`src/shared/hpm_pkg.sv`:
```
package hpm_pkg;
    // host port modes selected by the sub-processor
    typedef enum logic [1:0] {
        HPM_MODE_PACKET  = 2'h0,
        HPM_MODE_LEGACY1 = 2'h1,
        HPM_MODE_LEGACY2 = 2'h2
    } hpm_mode_t;

    localparam int HPM_DATA_W   = 16;
    localparam int HPM_BYTE_W   = 8;
    localparam int HPM_ADDR_W   = 3;
    // packet-interface register addresses (cs1 region, da)
    localparam logic [2:0] HPM_ADDR_DATA   = 3'h0;
    localparam logic [2:0] HPM_ADDR_STATUS = 3'h7;
    localparam logic [2:0] HPM_ADDR_CMD    = 3'h7;
    localparam logic [2:0] HPM_ADDR_RESET  = 3'h6;
    // wait-stretch length in core clocks for a pio access
    localparam int HPM_STRETCH_CYC = 2;
    localparam logic [7:0] HPM_RESET_CMD   = 8'h08;
    localparam logic [15:0] HPM_RESET_XFER = 16'h0000;
endpackage

```
`src/shared/hpm_if.sv`:
```
`timescale 1ns/100ps
interface hpm_if;
    import hpm_pkg::*;
    logic                  cs1_n;
    logic                  cs2;
    logic [HPM_ADDR_W-1:0] addr;
    logic                  wr_n;
    logic                  rd_n;
    logic                  dmack_n;
    logic [HPM_DATA_W-1:0] host_data_out;
    logic                  host_data_oe;
    logic [HPM_DATA_W-1:0] dev_data_out;
    logic                  dev_data_oe;
    logic                  pin46_out;
    logic                  pin46_oe;
    logic                  pin47;
    logic                  pin48;
    logic                  pin49;
    logic                  iocs16_out;
    logic                  iocs16_oe;

    modport device (
        input  cs1_n, cs2, addr, wr_n, rd_n, dmack_n,
        input  host_data_out, host_data_oe,
        output dev_data_out, dev_data_oe, pin46_out, pin46_oe,
        output pin47, pin48, pin49, iocs16_out, iocs16_oe
    );
    modport host (
        output cs1_n, cs2, addr, wr_n, rd_n, dmack_n,
        output host_data_out, host_data_oe,
        input  dev_data_out, dev_data_oe, pin46_out, pin46_oe,
        input  pin47, pin48, pin49, iocs16_out, iocs16_oe
    );
endinterface

```
`src/core/hpm_device.sv`:
```
`timescale 1ns/100ps
module hpm_device
    import hpm_pkg::*;
(
    input  wire logic                  core_clk,
    input  wire logic                  rst,
    hpm_if.device                      hp,
    input  wire hpm_pkg::hpm_mode_t    mode_sel,
    input  wire logic                  pseudo16_en,
    input  wire logic                  multiword_en,
    input  wire logic                  irq_trigger_wr,
    input  wire logic                  status_pending,
    input  wire logic                  data_pending,
    input  wire logic                  last_byte,
    input  wire logic [HPM_DATA_W-1:0] tx_word,
    output logic [HPM_DATA_W-1:0]      rx_word,
    output logic                       rx_valid,
    output logic                       rx_is_cmd,
    output logic                       tx_taken,
    output logic                       door_switch,
    output logic                       subcpu_reset_n
);
    import hpm_pkg::*;

    // ==========================================================
    // access decode
    logic rd_q;
    logic wr_q;
    logic next_rd_q;
    logic next_wr_q;
    logic rd_rise;
    logic wr_rise;
    logic sel_ok;
    logic dma_xfer;
    logic [1:0] stretch;
    logic [1:0] next_stretch;
    logic host_irq;
    logic next_host_irq;
    logic dreq;
    logic next_dreq;
    logic mw_started;
    logic next_mw_started;
    logic first_byte;
    logic next_first_byte;
    logic [HPM_BYTE_W-1:0] byte_hold;
    logic [HPM_BYTE_W-1:0] next_byte_hold;
    logic next_door;
    logic next_scr;

    logic legacy;
    assign legacy  = (mode_sel != HPM_MODE_PACKET);
    assign rd_rise = !hp.rd_n && !rd_q;
    assign wr_rise = !hp.wr_n && !wr_q;
    assign sel_ok  = legacy ? !hp.cs1_n : (!hp.cs1_n || hp.cs2);
    assign dma_xfer = legacy ? !hp.cs2 : !hp.dmack_n;

    always_comb begin
        next_rd_q       = !hp.rd_n;
        next_wr_q       = !hp.wr_n;
        next_stretch    = (stretch != 2'h0) ? stretch - 2'h1 : 2'h0;
        next_host_irq   = host_irq;
        next_dreq       = dreq;
        next_mw_started = mw_started;
        next_first_byte = first_byte;
        next_byte_hold  = byte_hold;
        next_door       = door_switch;
        next_scr        = 1'b1;
        if ((rd_rise || wr_rise) && sel_ok && !dma_xfer) begin
            next_stretch = 2'(HPM_STRETCH_CYC);
        end
        if (mode_sel == HPM_MODE_PACKET && sel_ok && !hp.cs1_n
                && hp.addr == HPM_ADDR_STATUS && (rd_rise || wr_rise))
            next_host_irq = 1'b0;
        if (mode_sel == HPM_MODE_PACKET && irq_trigger_wr)
            next_host_irq = 1'b1;
        if (mode_sel != HPM_MODE_LEGACY1 && wr_rise && sel_ok
                && hp.addr == HPM_ADDR_CMD
                && hp.host_data_out[7:0] == HPM_RESET_CMD)
            next_scr = 1'b0;
        if (!multiword_en || mode_sel == HPM_MODE_LEGACY2) begin
            next_dreq = data_pending && hp.dmack_n;
        end else begin
            if (data_pending && !mw_started) begin
                next_dreq       = 1'b1;
                next_mw_started = 1'b1;
            end
            if (!hp.dmack_n)
                next_dreq = 1'b0;
            if (!data_pending)
                next_mw_started = 1'b0;
        end
        if (mode_sel == HPM_MODE_LEGACY2 && pseudo16_en
                && !hp.dmack_n && rd_rise) begin
            next_first_byte = !first_byte;
            next_byte_hold  = tx_word[15:8];
        end
        if (mode_sel != HPM_MODE_LEGACY2 || !pseudo16_en)
            next_first_byte = 1'b0;
        if (mode_sel == HPM_MODE_LEGACY2)
            next_door = hp.addr[2];
    end

    always_ff @(posedge core_clk or posedge rst) begin
        if (rst) begin
            rd_q           <= 1'b0;
            wr_q           <= 1'b0;
            stretch        <= 2'h0;
            host_irq       <= 1'b0;
            dreq           <= 1'b0;
            mw_started     <= 1'b0;
            first_byte     <= 1'b0;
            byte_hold      <= 8'h00;
            door_switch    <= 1'b0;
            subcpu_reset_n <= 1'b1;
        end else begin
            rd_q           <= next_rd_q;
            wr_q           <= next_wr_q;
            stretch        <= next_stretch;
            host_irq       <= next_host_irq;
            dreq           <= next_dreq;
            mw_started     <= next_mw_started;
            first_byte     <= next_first_byte;
            byte_hold      <= next_byte_hold;
            door_switch    <= next_door;
            subcpu_reset_n <= next_scr;
        end
    end

    // ==========================================================
    // pin function mux
    logic [HPM_DATA_W-1:0] n_dout;
    logic n_doe;
    logic n_p46;
    logic n_p46oe;
    logic n_p47;
    logic n_p48;
    logic n_p49;
    logic n_io16;
    logic [HPM_DATA_W-1:0] n_rx;
    logic n_rxv;
    logic n_cmd;
    logic n_tk;

    always_comb begin
        n_dout  = tx_word;
        n_doe   = !hp.rd_n && (sel_ok || !hp.dmack_n);
        n_p46   = 1'b1;
        n_p46oe = 1'b0;
        n_p47   = 1'b1;
        n_p48   = 1'b0;
        n_p49   = 1'b0;
        n_io16  = 1'b0;
        n_rx    = hp.host_data_out;
        n_rxv   = wr_rise && (sel_ok || !hp.dmack_n);
        n_cmd   = 1'b0;
        n_tk    = rd_rise && (sel_ok || !hp.dmack_n);
        case (mode_sel)
            HPM_MODE_PACKET: begin
                n_p46oe = (next_stretch != 2'h0);
                n_p46   = 1'b0;
                n_p47   = subcpu_reset_n && next_scr;
                n_p48   = next_dreq;
                n_p49   = next_host_irq;
                n_io16  = !hp.cs1_n && hp.addr == HPM_ADDR_DATA
                          && hp.dmack_n;
            end
            HPM_MODE_LEGACY1: begin
                n_p46oe = 1'b1;
                n_p46   = hp.cs2 ? !(next_stretch != 2'h0)
                                 : !data_pending;
                n_p47   = !status_pending;
                n_p48   = !data_pending;
                n_p49   = !(last_byte && (rd_rise || wr_rise));
            end
            HPM_MODE_LEGACY2: begin
                n_p46oe = 1'b1;
                n_p46   = pseudo16_en && next_first_byte;
                n_p47   = subcpu_reset_n && next_scr;
                n_p48   = next_dreq;
                n_p49   = next_first_byte;
            end
            default: begin
                n_p46oe = 1'b0;
            end
        endcase
        if (legacy) begin
            n_dout = {8'h00, first_byte ? byte_hold : tx_word[7:0]};
            n_rx   = {8'h00, hp.host_data_out[7:0]};
            // address bit 0 as command select
            n_cmd  = hp.addr[0];
        end
    end

    always_ff @(posedge core_clk or posedge rst) begin
        if (rst) begin
            hp.dev_data_out <= HPM_RESET_XFER;
            hp.dev_data_oe  <= 1'b0;
            hp.pin46_out    <= 1'b1;
            hp.pin46_oe     <= 1'b0;
            hp.pin47        <= 1'b1;
            hp.pin48        <= 1'b0;
            hp.pin49        <= 1'b0;
            hp.iocs16_out   <= 1'b0;
            hp.iocs16_oe    <= 1'b0;
            rx_word         <= HPM_RESET_XFER;
            rx_valid        <= 1'b0;
            rx_is_cmd       <= 1'b0;
            tx_taken        <= 1'b0;
        end else begin
            hp.dev_data_out <= n_dout;
            hp.dev_data_oe  <= n_doe;
            hp.pin46_out    <= n_p46;
            hp.pin46_oe     <= n_p46oe;
            hp.pin47        <= n_p47;
            hp.pin48        <= n_p48;
            hp.pin49        <= n_p49;
            // open collector: pulls low when active
            hp.iocs16_out   <= 1'b0;
            hp.iocs16_oe    <= n_io16;
            rx_word         <= n_rx;
            rx_valid        <= n_rxv;
            rx_is_cmd       <= n_cmd;
            tx_taken        <= n_tk;
        end
    end
endmodule

```
`src/flat_wrapper.sv`:
```
// flat-port wrapper written by rule: the top's interface ports become plain ports
module hpm_device_flat import hpm_pkg::*;
  (core_clk, rst, mode_sel, pseudo16_en, multiword_en, irq_trigger_wr, status_pending, data_pending, last_byte, tx_word, rx_word, rx_valid, rx_is_cmd, tx_taken, door_switch, subcpu_reset_n, hp_cs1_n, hp_cs2, hp_addr, hp_wr_n, hp_rd_n, hp_dmack_n, hp_host_data_out, hp_host_data_oe, hp_dev_data_out, hp_dev_data_oe, hp_pin46_out, hp_pin46_oe, hp_pin47, hp_pin48, hp_pin49, hp_iocs16_out, hp_iocs16_oe);
  hpm_if hp_i ();
  input  wire logic core_clk;
  input  wire logic rst;
  input  wire hpm_pkg::hpm_mode_t mode_sel;
  input  wire logic pseudo16_en;
  input  wire logic multiword_en;
  input  wire logic irq_trigger_wr;
  input  wire logic status_pending;
  input  wire logic data_pending;
  input  wire logic last_byte;
  input  wire logic [HPM_DATA_W-1:0] tx_word;
  output logic [HPM_DATA_W-1:0] rx_word;
  output logic rx_valid;
  output logic rx_is_cmd;
  output logic tx_taken;
  output logic door_switch;
  output logic subcpu_reset_n;
  input wire logic [$bits(hp_i.cs1_n)-1:0] hp_cs1_n;
  input wire logic [$bits(hp_i.cs2)-1:0] hp_cs2;
  input wire logic [$bits(hp_i.addr)-1:0] hp_addr;
  input wire logic [$bits(hp_i.wr_n)-1:0] hp_wr_n;
  input wire logic [$bits(hp_i.rd_n)-1:0] hp_rd_n;
  input wire logic [$bits(hp_i.dmack_n)-1:0] hp_dmack_n;
  input wire logic [$bits(hp_i.host_data_out)-1:0] hp_host_data_out;
  input wire logic [$bits(hp_i.host_data_oe)-1:0] hp_host_data_oe;
  output wire logic [$bits(hp_i.dev_data_out)-1:0] hp_dev_data_out;
  output wire logic [$bits(hp_i.dev_data_oe)-1:0] hp_dev_data_oe;
  output wire logic [$bits(hp_i.pin46_out)-1:0] hp_pin46_out;
  output wire logic [$bits(hp_i.pin46_oe)-1:0] hp_pin46_oe;
  output wire logic [$bits(hp_i.pin47)-1:0] hp_pin47;
  output wire logic [$bits(hp_i.pin48)-1:0] hp_pin48;
  output wire logic [$bits(hp_i.pin49)-1:0] hp_pin49;
  output wire logic [$bits(hp_i.iocs16_out)-1:0] hp_iocs16_out;
  output wire logic [$bits(hp_i.iocs16_oe)-1:0] hp_iocs16_oe;
  assign hp_i.cs1_n = hp_cs1_n;
  assign hp_i.cs2 = hp_cs2;
  assign hp_i.addr = hp_addr;
  assign hp_i.wr_n = hp_wr_n;
  assign hp_i.rd_n = hp_rd_n;
  assign hp_i.dmack_n = hp_dmack_n;
  assign hp_i.host_data_out = hp_host_data_out;
  assign hp_i.host_data_oe = hp_host_data_oe;
  assign hp_dev_data_out = hp_i.dev_data_out;
  assign hp_dev_data_oe = hp_i.dev_data_oe;
  assign hp_pin46_out = hp_i.pin46_out;
  assign hp_pin46_oe = hp_i.pin46_oe;
  assign hp_pin47 = hp_i.pin47;
  assign hp_pin48 = hp_i.pin48;
  assign hp_pin49 = hp_i.pin49;
  assign hp_iocs16_out = hp_i.iocs16_out;
  assign hp_iocs16_oe = hp_i.iocs16_oe;
  hpm_device u_core (.core_clk(core_clk), .rst(rst), .hp(hp_i), .mode_sel(mode_sel), .pseudo16_en(pseudo16_en), .multiword_en(multiword_en), .irq_trigger_wr(irq_trigger_wr), .status_pending(status_pending), .data_pending(data_pending), .last_byte(last_byte), .tx_word(tx_word), .rx_word(rx_word), .rx_valid(rx_valid), .rx_is_cmd(rx_is_cmd), .tx_taken(tx_taken), .door_switch(door_switch), .subcpu_reset_n(subcpu_reset_n));
endmodule
```
`config.mk`:
```
export PLATFORM = sky130hd
export DESIGN_NAME = hpm_device_flat
export DESIGN_NICKNAME = d
export VERILOG_FILES = /design/src/shared/hpm_pkg.sv /design/src/shared/hpm_if.sv /design/src/core/hpm_device.sv /design/src/flat_wrapper.sv
export SDC_FILE = /design/constraint.sdc
export NUM_CORES = 1
export LEC_CHECK = 0
export ABC_AREA = 1
export BUFFER_PORTS_ARGS = -buffer_cell sky130_fd_sc_hd__buf_2
export CELL_PAD_IN_SITES_DETAIL_PLACEMENT = 1
export CELL_PAD_IN_SITES_GLOBAL_PLACEMENT = 1
export CORE_MARGIN = 2
export CORE_UTILIZATION = 38
export CTS_BUF_LIST = sky130_fd_sc_hd__clkbuf_4 sky130_fd_sc_hd__clkbuf_8 sky130_fd_sc_hd__clkbuf_16
export DETAILED_ROUTE_END_ITERATION = 7
export PLACE_DENSITY_LB_ADDON = 0.1
export SYNTH_ARGS = -nofsm -noshare
export SYNTH_HDL_FRONTEND = slang
export SYNTH_SLANG_ARGS = --single-unit
```
`constraint.sdc`:
```
create_clock -name core_clk -period 4.91 [get_ports core_clk]
set_input_delay 0.982 -clock core_clk [delete_from_list [all_inputs] [get_ports core_clk]]
set_output_delay 0.982 -clock core_clk [all_outputs]
set_load 0.01 [all_outputs]
```
==> impl.org, run 1 <==
** Run status
- The flow ran to the end, and the final reports show no timing, DRC or antenna violations.

** Synthesis
- Multiplexer area fraction after synthesis :: 0.0954
- Flip-flop and latch count after synthesis :: 60
- The Yosys step of the flow raised 0 warnings.
- Counting every instance in the synthesized netlist gives approximately 210.
- Commonest cells post-synth :: sky130_fd_sc_hd__dfrtp_1, sky130_fd_sc_hd__nand2_1, sky130_fd_sc_hd__inv_1
- Combined area of all synthesized cells :: around 0.0023 mm²
- Of the post-synthesis cell area, the dominant cell type holds 0.614.
- Of the total synthesized cell area, the portion taken by AND, OR, NAND and NOR gates is 0.134.
- The number of nets handed over by synthesis was 264.
- Most frequent cell after synthesis :: sky130_fd_sc_hd__dfrtp_1
- By area, the combinational part of the netlist is dominated by simple AND/OR/NAND/NOR gates.
- Area leader, netlist :: sky130_fd_sc_hd__dfrtp_1
- Complex-gate fraction of the synthesized area :: 0.0248
- Cells taking the most area after synthesis :: sky130_fd_sc_hd__dfrtp_1, sky130_fd_sc_hd__nand2_1, sky130_fd_sc_hd__inv_1
- Of the total synthesized cell area, the portion taken by full adders, half adders and majority gates is 0.0216.
- In this run, distinct cell masters in the synthesized netlist total 23.
- Number of flops mapped to enable cells by yosys :: 0
- The share of the Yosys chip area taken by registers is 0.648.
- Proportion of register bits with asynchronous set or reset after synthesis :: 1.00
- Dividing the synthesized area by the synthesized cell count gives roughly 11 µm².
- For this run, the leading register cell type out of synthesis is sky130_fd_sc_hd__dfrtp_1.
- Of the total synthesized cell area, the portion taken by XOR and XNOR cells is 0.

** Floorplanning
- Initial core utilization :: 0.392
- Core area :: around 0.0059 mm²
- The floorplan step defined a die boundary enclosing 0.00675 mm².
- Std-Cell Rows :: 28
- Measured along the y axis, the die boundary spans roughly 82 µm.
- Measured along the x axis, the die boundary spans between 80 and 90 µm.
- I/O pin total :: between 90 and 100

** Worst setup path
- Critical Path End :: u_core.hp.dev_data_out[7]
- Length in cells of the worst reg-to-reg path :: 8
- Crit path from :: mode_sel[1]
- Data arrives at the worst endpoint at 2.69 ns.
- STA puts the critical path data required time at 5.12 ns.
- Kind of launch point of the worst setup path :: input port
- Setup slack on the worst reg-to-reg path comes out at 3.77 ns.
- CP Cell Sequence :: buf_2 -> inv_1 -> ha_1 -> inv_1 -> nand2_2 -> mux2_2
- Critical path type :: input port to flip-flop
- The largest single stage delay on the critical path is between 0.7 and 0.8 ns.
- The worst register-to-register path begins at u_core.rd_q.
- STA classifies the critical path endpoint as a flip-flop.
- Worst path depth :: 6
- CP Max Fanout :: 26
- Grouping stages by cell kind, the critical path spends the most delay in adder cells.
- The most numerous cell type found on the critical path is sky130_fd_sc_hd__inv_1.
- The endpoint identified for the worst register-to-register timing path is u_core.hp.pin49.
- The number of buffers and inverters on the critical path is 3.
- The slowest stage of the critical path belongs to the cell sky130_fd_sc_hd__ha_1.

** Clocking
- The H-tree was split into 3 levels.
- Gates resized during post-CTS repair numbered 0.
- In this run, post-CTS hold repair placed 0 buffers.
- The clock reaches the later pin of the worst-skew pair after 0.33 ns.
- CTS saw 60 sinks.
- Clock tree from TritonCTS :: yes
- Number of buffers added by the clock tree synthesis step :: 9
- Cell chosen for the clock root :: sky130_fd_sc_hd__clkbuf_8
- Clk buf depth :: 2
- Once the clock tree was built, the setup fixing pass inserted 0 buffers.
- Clock edge transition at the registers on the reported setup and hold paths :: approximately 0.06 ns

** Global route
- The initial antenna violation count came to 0.
- Entering global routing, the biggest net connects between 40 and 50 pins.
- Number of global-route vias before repair :: ~1,900
- Global-route wire length before repair :: approximately 9000 µm
- After global routing the overflow that remains totals 0.
- Across every metal layer, demand over resource in global routing totals 0.177.

** Timing
- Measured against its own limit, the worst slew margin works out to 0.369.
- Transition at the pin with the smallest max-transition slack :: 0.947 ns
- Final worst path period share :: 0.505
- Final hold violations :: 0
- Count of endpoints failing setup in the final report :: 0
- Summed over all failing endpoints, the final setup total negative slack is 0 ns.
- The clock period could shrink to approximately 2.5 ns.
- Max Clock Freq :: just over 0.4 GHz
- Worst Clk Skew :: 0.00568 ns
- The total count of max-transition violations in the final report is 0.
- Setup ws final :: ~2.4 ns
- Hold timing on the final database bottoms out at a slack of approximately 0.47 ns.
- Setup repair after global routing missed its margin :: no

** Routing
- Using the TritonRoute via totals, the vias-per-cell ratio works out to about 4.4.
- Dividing the detail-routed wire length by the instance count gives 13.6 µm.
- In the routed design, unresolved DRC markers number 0.
- The routed design uses approximately 370 µm of met3 wire.
- The routed layout has 1,733 vias.
- The detailed router used layers up to and including met4.
- Number of detailed-route iterations in the first pass :: 4
- Final Routed Wirelength :: between 5000 and 6000 µm
- Starting DRT DRC Count :: between 50 and 60
- In the final routing, the length of wire on met1 measures ~2300 µm.
- Summed over all nets, wire length on met2 after detailed routing comes to roughly 2600 µm.
- Remaining antenna violation count after routing :: 0

** Flow run
- Max-capacitance violation count :: 0

** Finish
- Of the cells placed in the final design, the portion with a size suffix greater than 1 is 0.438.
- Layout Area Growth over Synthesis :: 32.3%
- Post-layout net count :: about 370
- The repair_antennas step left the layout with diodes totalling 0.

** Placement
- Routability-driven placement finished with a final weighted congestion of between 0.7 and 0.8.
- Timing analysis after detailed placement gives a worst setup slack of between 2 and 2.5 ns.
- Number of port buffers :: 93
- The HPWL after detailed placement is between 4000 and 5000 µm.

** Power
- The analysis attributes to cell leakage a power of 0.00182 µW.
- Total power per unit cell area :: roughly 360 mW/mm²
- Across the VDD grid, the largest voltage drop is roughly 0.16 mV.

** Hold path
- In this run the worst hold path is classified as flip-flop to flip-flop.
stage by stage:
| step | power, µW | area (µm²) | instances | utilization |
|---|---|---|---|---|
| after floorplan | 622 | 2320 | 209 | - |
| after global routing | 1180 | 3070 | 390 | 0.519 |
| after global placement | 676 | 2870 | 374 | 0.484 |
| final | 1120 | 3070 | 390 | 0.519 |
| after detailed placement | 680 | 2870 | 374 | 0.484 |
| after CTS | 1140 | 3070 | 390 | 0.519 |
state kept, by name, summed over array words and instances (netlist names):
register                flops
u_core.hp.dev_data_out     16
u_core.rx_word             16
u_core.byte_hold            8
u_core.stretch              2
u_core.door_switch          1
u_core.dreq                 1
u_core.first_byte           1
u_core.host_irq             1
u_core.hp.dev_data_oe       1
u_core.hp.iocs16_oe         1
u_core.hp.pin46_oe          1
u_core.hp.pin46_out         1
u_core.hp.pin47             1
u_core.hp.pin48             1
u_core.hp.pin49             1
u_core.mw_started           1
u_core.rd_q                 1
u_core.rx_is_cmd            1
u_core.rx_valid             1
u_core.subcpu_reset_n       1
u_core.tx_taken             1
u_core.wr_q                 1
power by group:
part / internal (µW) / total, µW / switching, µW
sequential: 531 / 544 / 13.1
clock: 266 / 452 / 186
combinational: 59.4 / 124 / 65.1
layout by cell type, fill, tap and decap left out:
cell type,synthesis,routed
sky130_fd_sc_hd__nand2_2,3,3
sky130_fd_sc_hd__clkinvlp_4,0,1
sky130_fd_sc_hd__buf_4,1,1
sky130_fd_sc_hd__ha_1,4,4
sky130_fd_sc_hd__nand2_4,1,1
sky130_fd_sc_hd__nor4_1,1,1
sky130_fd_sc_hd__inv_1,38,37
sky130_fd_sc_hd__dfstp_2,3,3
sky130_fd_sc_hd__nand2_1,41,41
sky130_fd_sc_hd__mux2_2,9,9
sky130_fd_sc_hd__o21ai_1,1,1
sky130_fd_sc_hd__a21boi_0,1,1
sky130_fd_sc_hd__clkbuf_4,0,1
sky130_fd_sc_hd__inv_2,2,3
sky130_fd_sc_hd__nand3b_1,1,1
sky130_fd_sc_hd__nor2_4,1,1
sky130_fd_sc_hd__nand3_1,7,7
sky130_fd_sc_hd__mux2_4,8,8
sky130_fd_sc_hd__dfrtp_1,57,57
sky130_fd_sc_hd__clkbuf_8,0,11
sky130_fd_sc_hd__conb_1,1,1
sky130_fd_sc_hd__o21ai_0,3,3
sky130_fd_sc_hd__nor2_1,14,14
sky130_fd_sc_hd__a21oi_1,6,6
sky130_fd_sc_hd__buf_2,3,93
sky130_fd_sc_hd__bufinv_16,0,1
sky130_fd_sc_hd__nor3_1,3,3
sky130_fd_sc_hd__clkinv_2,0,2
kinds of logic (layout without fill, tap and decap cells):
logic type,after synthesis,in the layout
other,1,1
AOI/OAI and AO/OA,11,11
adders and majority gates,4,4
DFF,60,60
muxes,17,17
buffers and inverters,44,150
and+or+nand+nor,72,72
worst min-delay path by stage:
stage	startpoint	end	cells after the start
2_1_floorplan	u_core.host_irq	u_core.host_irq	2
3_3_place_gp	u_core.host_irq	u_core.host_irq	2
3_5_place_dp	u_core.host_irq	u_core.host_irq	2
4_1_cts	u_core.host_irq	u_core.host_irq	2
5_1_grt	u_core.host_irq	u_core.host_irq	2
6_report	u_core.host_irq	u_core.host_irq	2
area by class of cell:
class                           instances  area, µm²
Fill cell                             704       2850
Sequential cell                        60       1510
Multi-Input combinational cell        105        644
Timing Repair Buffer                   94        473
Clock buffer                           12        159
Inverter                               40        150
Tap cell                               75       93.8
Clock inverter                          4       47.5
tightest hold or removal path, stage by stage (launching register included):
cell and delay, ns:
sky130_fd_sc_hd__dfrtp_1 0.32, sky130_fd_sc_hd__nand2_1 0.05, sky130_fd_sc_hd__nand2_1 0.07
metal layers:
| metal | up-vias | GRT usage |
|---|---|---|
| met5 | - | 0 |
| met4 | 0 | 0.102 |
| met3 | 8 | 0.0391 |
| met2 | 59 | 0.273 |
| met1 | 827 | 0.229 |
| li1 | 839 | - |
Note: power is estimated with default switching activity, not from simulation.
==> inputs of run 2 (changes only) <==
--- a/config.mk
+++ b/config.mk
@@ -5,12 +5,12 @@
 export SDC_FILE = /design/constraint.sdc
 export NUM_CORES = 1
 export LEC_CHECK = 0
-export ABC_AREA = 1
+export ABC_AREA = 0
 export BUFFER_PORTS_ARGS = -buffer_cell sky130_fd_sc_hd__buf_2
 export CELL_PAD_IN_SITES_DETAIL_PLACEMENT = 1
 export CELL_PAD_IN_SITES_GLOBAL_PLACEMENT = 1
 export CORE_MARGIN = 2
-export CORE_UTILIZATION = 38
+export CORE_UTILIZATION = 36
 export CTS_BUF_LIST = sky130_fd_sc_hd__clkbuf_4 sky130_fd_sc_hd__clkbuf_8 sky130_fd_sc_hd__clkbuf_16
 export DETAILED_ROUTE_END_ITERATION = 7
 export PLACE_DENSITY_LB_ADDON = 0.1
==> constraint.sdc (replaced) <==
create_clock -name core_clk -period 2.5 [get_ports core_clk]
set_input_delay 0.5 -clock core_clk [delete_from_list [all_inputs] [get_ports core_clk]]
set_output_delay 0.5 -clock core_clk [all_outputs]
set_load 0.01 [all_outputs]
==> impl.org, run 2 <==
** Global route
- Antenna violations before repair :: 0 (unchanged)
- The total congestion overflow after global routing came to 0 (unchanged).
- Total routing usage reported by global routing :: 0.163 (-0.0140)
- Number of global-route vias before repair :: 1,731 (-7.0%)
- The wire length of the first global-routing pass is 8710 µm (-0.94%).
- Maximum number of pins on one net before global-route repair :: 32 (-29%)

** Floorplanning
- Horizontal die dimension :: 83.0 µm (+1.0%)
- Initial core utilization :: 0.375 (-0.0169)
- The overall die area was 0.00689 mm² (+2.1%).
- The number of top-level pins is 96 (unchanged).
- The number of rows created at floorplan was 28 (unchanged).
- Core area :: 0.00599 mm² (+1.2%)
- The vertical die dimension is 83.0 µm (+1.0%).

** Clocking
- Clock latency reported for the late side of the worst-skew pair :: 0.33 ns (about the same)
- CTS Sinks :: 60 (unchanged)
- TritonCTS built the clock tree.
- The total CTS buffers was 9 (unchanged).
- The number of cells upsized or downsized after cts was 0 (unchanged).
- Cell chosen for the clock root :: sky130_fd_sc_hd__clkbuf_8
- The maximum count of clock buffers along a single path came to 2 (unchanged).
- The register clock-pin slew on the reported worst setup and hold paths was 0.07 ns (about the same).
- Hold_buf cts :: 0 (unchanged)
- Max H-tree Level :: 3 (unchanged)
- Setup Fix Bufs, Post-CTS :: 0 (unchanged)

** Synthesis
- Gate Count Post-Synth :: 160 (-23%)
- The number of warnings printed during yosys synthesis was 0 (unchanged).
- Commonest cells post-synth :: sky130_fd_sc_hd__dfrtp_1, sky130_fd_sc_hd__and2_1, sky130_fd_sc_hd__mux2_1
- The most common cell in the synthesized netlist is sky130_fd_sc_hd__dfrtp_1.
- The most used flip-flop cell after synthesis is sky130_fd_sc_hd__dfrtp_1.
- Flip-flop and latch count after synthesis :: 60 (unchanged)
- Cells taking the most area after synthesis :: sky130_fd_sc_hd__dfrtp_1, sky130_fd_sc_hd__mux2_1, sky130_fd_sc_hd__and2_1
- Sequential cell area fraction in the yosys report :: 0.669 (+0.0213)
- The share of the synthesized area in the top cell type is 0.634 (+0.0202).
- Number of flops mapped to enable cells by yosys :: 0 (unchanged)
- Proportion of register bits with asynchronous set or reset after synthesis :: 1.00 (unchanged)
- The synthesized design spends more area on one cell type than any other, namely sky130_fd_sc_hd__dfrtp_1.
- Number of nets in the synthesized netlist :: 215 (-19%)
- Combined area of all synthesized cells :: 0.00225 mm² (-3.2%)
- The mean post-synth cell area was 14.1 µm² (+26%).
- Post-synthesis cell type count :: 40 (+74%)

** Finish
- The fill cell instance count of the final layout was 682 (-3.1%).
- The number of nets in the final layout came to 316 (-13%).
- Antenna Diode Count :: 0 (unchanged)
- Final instance area :: 0.00298 mm² (-3.1%)
- In the final layout, the registers with the most flip-flops are u_core.hp.dev_data_out: 16 flops, u_core.rx_word: 16 flops, u_core.byte_hold: 8 flops.
- The total area of multi-input combinational cells is 678 µm² (+5.2%).
- Seq. cell area :: 0.00151 mm² (unchanged)
- Most frequent standard cell in the layout excluding fill and tap cells :: sky130_fd_sc_hd__buf_2
- The library cells used most frequently in the layout, excluding fill and tap cells, are sky130_fd_sc_hd__buf_2, sky130_fd_sc_hd__dfrtp_1, sky130_fd_sc_hd__and2_1.
- Share of final-layout standard cells stronger than drive strength 1 :: 0.455 (+0.0168)
- The layout-stage area growth over the synthesis result is 32.4% (about the same).

** Timing
- The total count of max-transition violations in the final report was 0 (unchanged).
- Slew margin rel. :: 0.519 (+0.151)
- Final hold violations :: 0 (unchanged)
- Count of endpoints failing setup in the final report :: 0 (unchanged)
- The transition time at the pin with the least slew margin is 0.719 ns (-0.228 ns).
- For the finished layout, the period the worst path requires is around 1.8 ns.
- Setup repair after global routing left no endpoint under its margin.
- Final worst path period share :: 0.704
- Derived from the worst setup path, the maximum achievable clock frequency is about 0.57 GHz.
- The aggregate negative setup slack came to 0 ns (unchanged).
- The clock skew after layout came to 0.00833 ns (+0.00265 ns).

** Run status
- The run finished with clean final reports.

** Routing
- Starting DRT DRC Count :: 18 (-65%)
- The total wirelength of the detailed-routed design is 4950 µm (-6.8%).
- Number of detailed-route iterations in the first pass :: 3 (-1)
- The total via count after detailed routing came to 1,568 (-9.5%).
- Remaining antenna violation count after routing :: 0 (unchanged)
- The detailed-route wire length per cell was 14.5 µm (+6.5%).
- Post-detailed-route DRC marker count :: 0 (unchanged)
- Ratio of routed vias to standard cells :: 4.60 (+3.5%)

** Hold path
- The tightest min-delay check is of the input port to async pin type.

** Worst setup path
- CP Max Fanout :: 8 (-69%)
- Category of the worst setup path capture point :: flip-flop
- Critical path data required time :: 2.71 ns (-2.41 ns)
- Worst path arrival time :: 1.97 ns (-0.72 ns)
- The critical path is of the input port to flip-flop type.
- Kind of launch point of the worst setup path :: input port

** Placement
- The half-perimeter wire length after placement is 3780 µm (-5.7%).
- The weighted congestion reported at the end of routability-driven placement came to 0.719 (-3.1%).
- Area after DPL :: 0.00280 mm² (-2.2%)
- The count of input and output buffers was 93 (unchanged).

** Power
- Total power per unit cell area :: 686 mW/mm² (+88%)
- Worst supply voltage drop on vdd :: 0.319 mV (+110%)
- Leak :: 0.00156 µW (-14%)

** Flow run
- Max-capacitance violation count :: 0 (unchanged)
[run 2: cell count changes after synthesis, moves of 3 or more]
cell / delta
sky130_fd_sc_hd__nand2_1: -36
sky130_fd_sc_hd__inv_1: -31
sky130_fd_sc_hd__and2_1: +17
sky130_fd_sc_hd__mux2_1: +16
sky130_fd_sc_hd__nor2_1: -10
sky130_fd_sc_hd__mux2_4: -8
sky130_fd_sc_hd__mux2_2: -7
sky130_fd_sc_hd__nand3_1: -5
sky130_fd_sc_hd__a21oi_1: -4
sky130_fd_sc_hd__nor2b_1: +4
sky130_fd_sc_hd__and3_1: +3
sky130_fd_sc_hd__nand2_2: -3
sky130_fd_sc_hd__o21ai_0: -3
[run 2: cells by family after synthesis]
group / count (synthesis) / share of synthesized area
flops: 60 / 0.669
fa+ha+maj: 4 / 0.0223
mux: 20 / 0.0991
compound gates: 15 / 0.0518
simple gates: 47 / 0.127
buf+inv: 13 / 0.0289
other cells: 1 / 0.00167
[run 2: worst max-delay path, stage by stage]
cell	delay (ns)
sky130_fd_sc_hd__buf_2	0.10
sky130_fd_sc_hd__inv_1	0.05
sky130_fd_sc_hd__ha_1	0.30
sky130_fd_sc_hd__nor2b_1	0.61
sky130_fd_sc_hd__mux2_1	0.40
[run 2: path summary, 6_finish.rpt]
path                                startpoint                         to  slack, ns  depth (start not counted)
hold reg to reg                    u_core.wr_q            u_core.rx_valid       0.48                          1
setup / recovery                   mode_sel[0]  u_core.hp.dev_data_out[1]       0.74                          5
max in group asynchronous                  rst            u_core.hp.pin47       1.58                          3
setup reg to reg                   u_core.rd_q        u_core.byte_hold[5]       0.96                          3
hold / removal                             rst         u_core.rx_word[12]       0.25                          2
min in group core_clk      hp_host_data_out[3]          u_core.rx_word[3]       0.29                          1
[run 2: where the power goes]
| group | switching (µW) | internal [µW] | total (µW) |
|---|---|---|---|
| combinational | 119 | 107 | 226 |
| clock | 357 | 390 | 747 |
| sequential | 25.3 | 1040 | 1070 |
[run 2: metal layers]
metal  vias to the layer above  track usage  part of all wire
li1                        744            -                 -
met1                       766        0.191              0.40
met2                        50        0.271              0.52
met3                         8       0.0666             0.066
met4                         0       0.0537             0.013
met5                         -            0                 0
[run 2: final cells by class]
cell class	count	share of cell area
flip-flops and latches	60	0.506
multi-input cells	87	0.228
repair buffers	96	0.168
clock buffers	11	0.0488
well taps	75	0.0315
clock inverters	5	0.00925
inverters	7	0.00883
[run 2: stage by stage]
| stage | worst slack, ns | utilization | hold slack (ns) | power, µW | cells |
|---|---|---|---|---|---|
| 2_1_floorplan | 0.520 | - | 0.431 | 1200 | 160 |
| 6_report | 0.739 | 0.497 | 0.255 | 2040 | 341 |
| 5_1_grt | 0.618 | 0.497 | 0.273 | 2160 | 341 |
| 3_3_place_gp | 0.364 | 0.468 | 0.455 | 1310 | 325 |
| 3_5_place_dp | 0.349 | 0.468 | 0.474 | 1320 | 325 |
| 4_1_cts | 0.705 | 0.497 | 0.267 | 2080 | 341 |
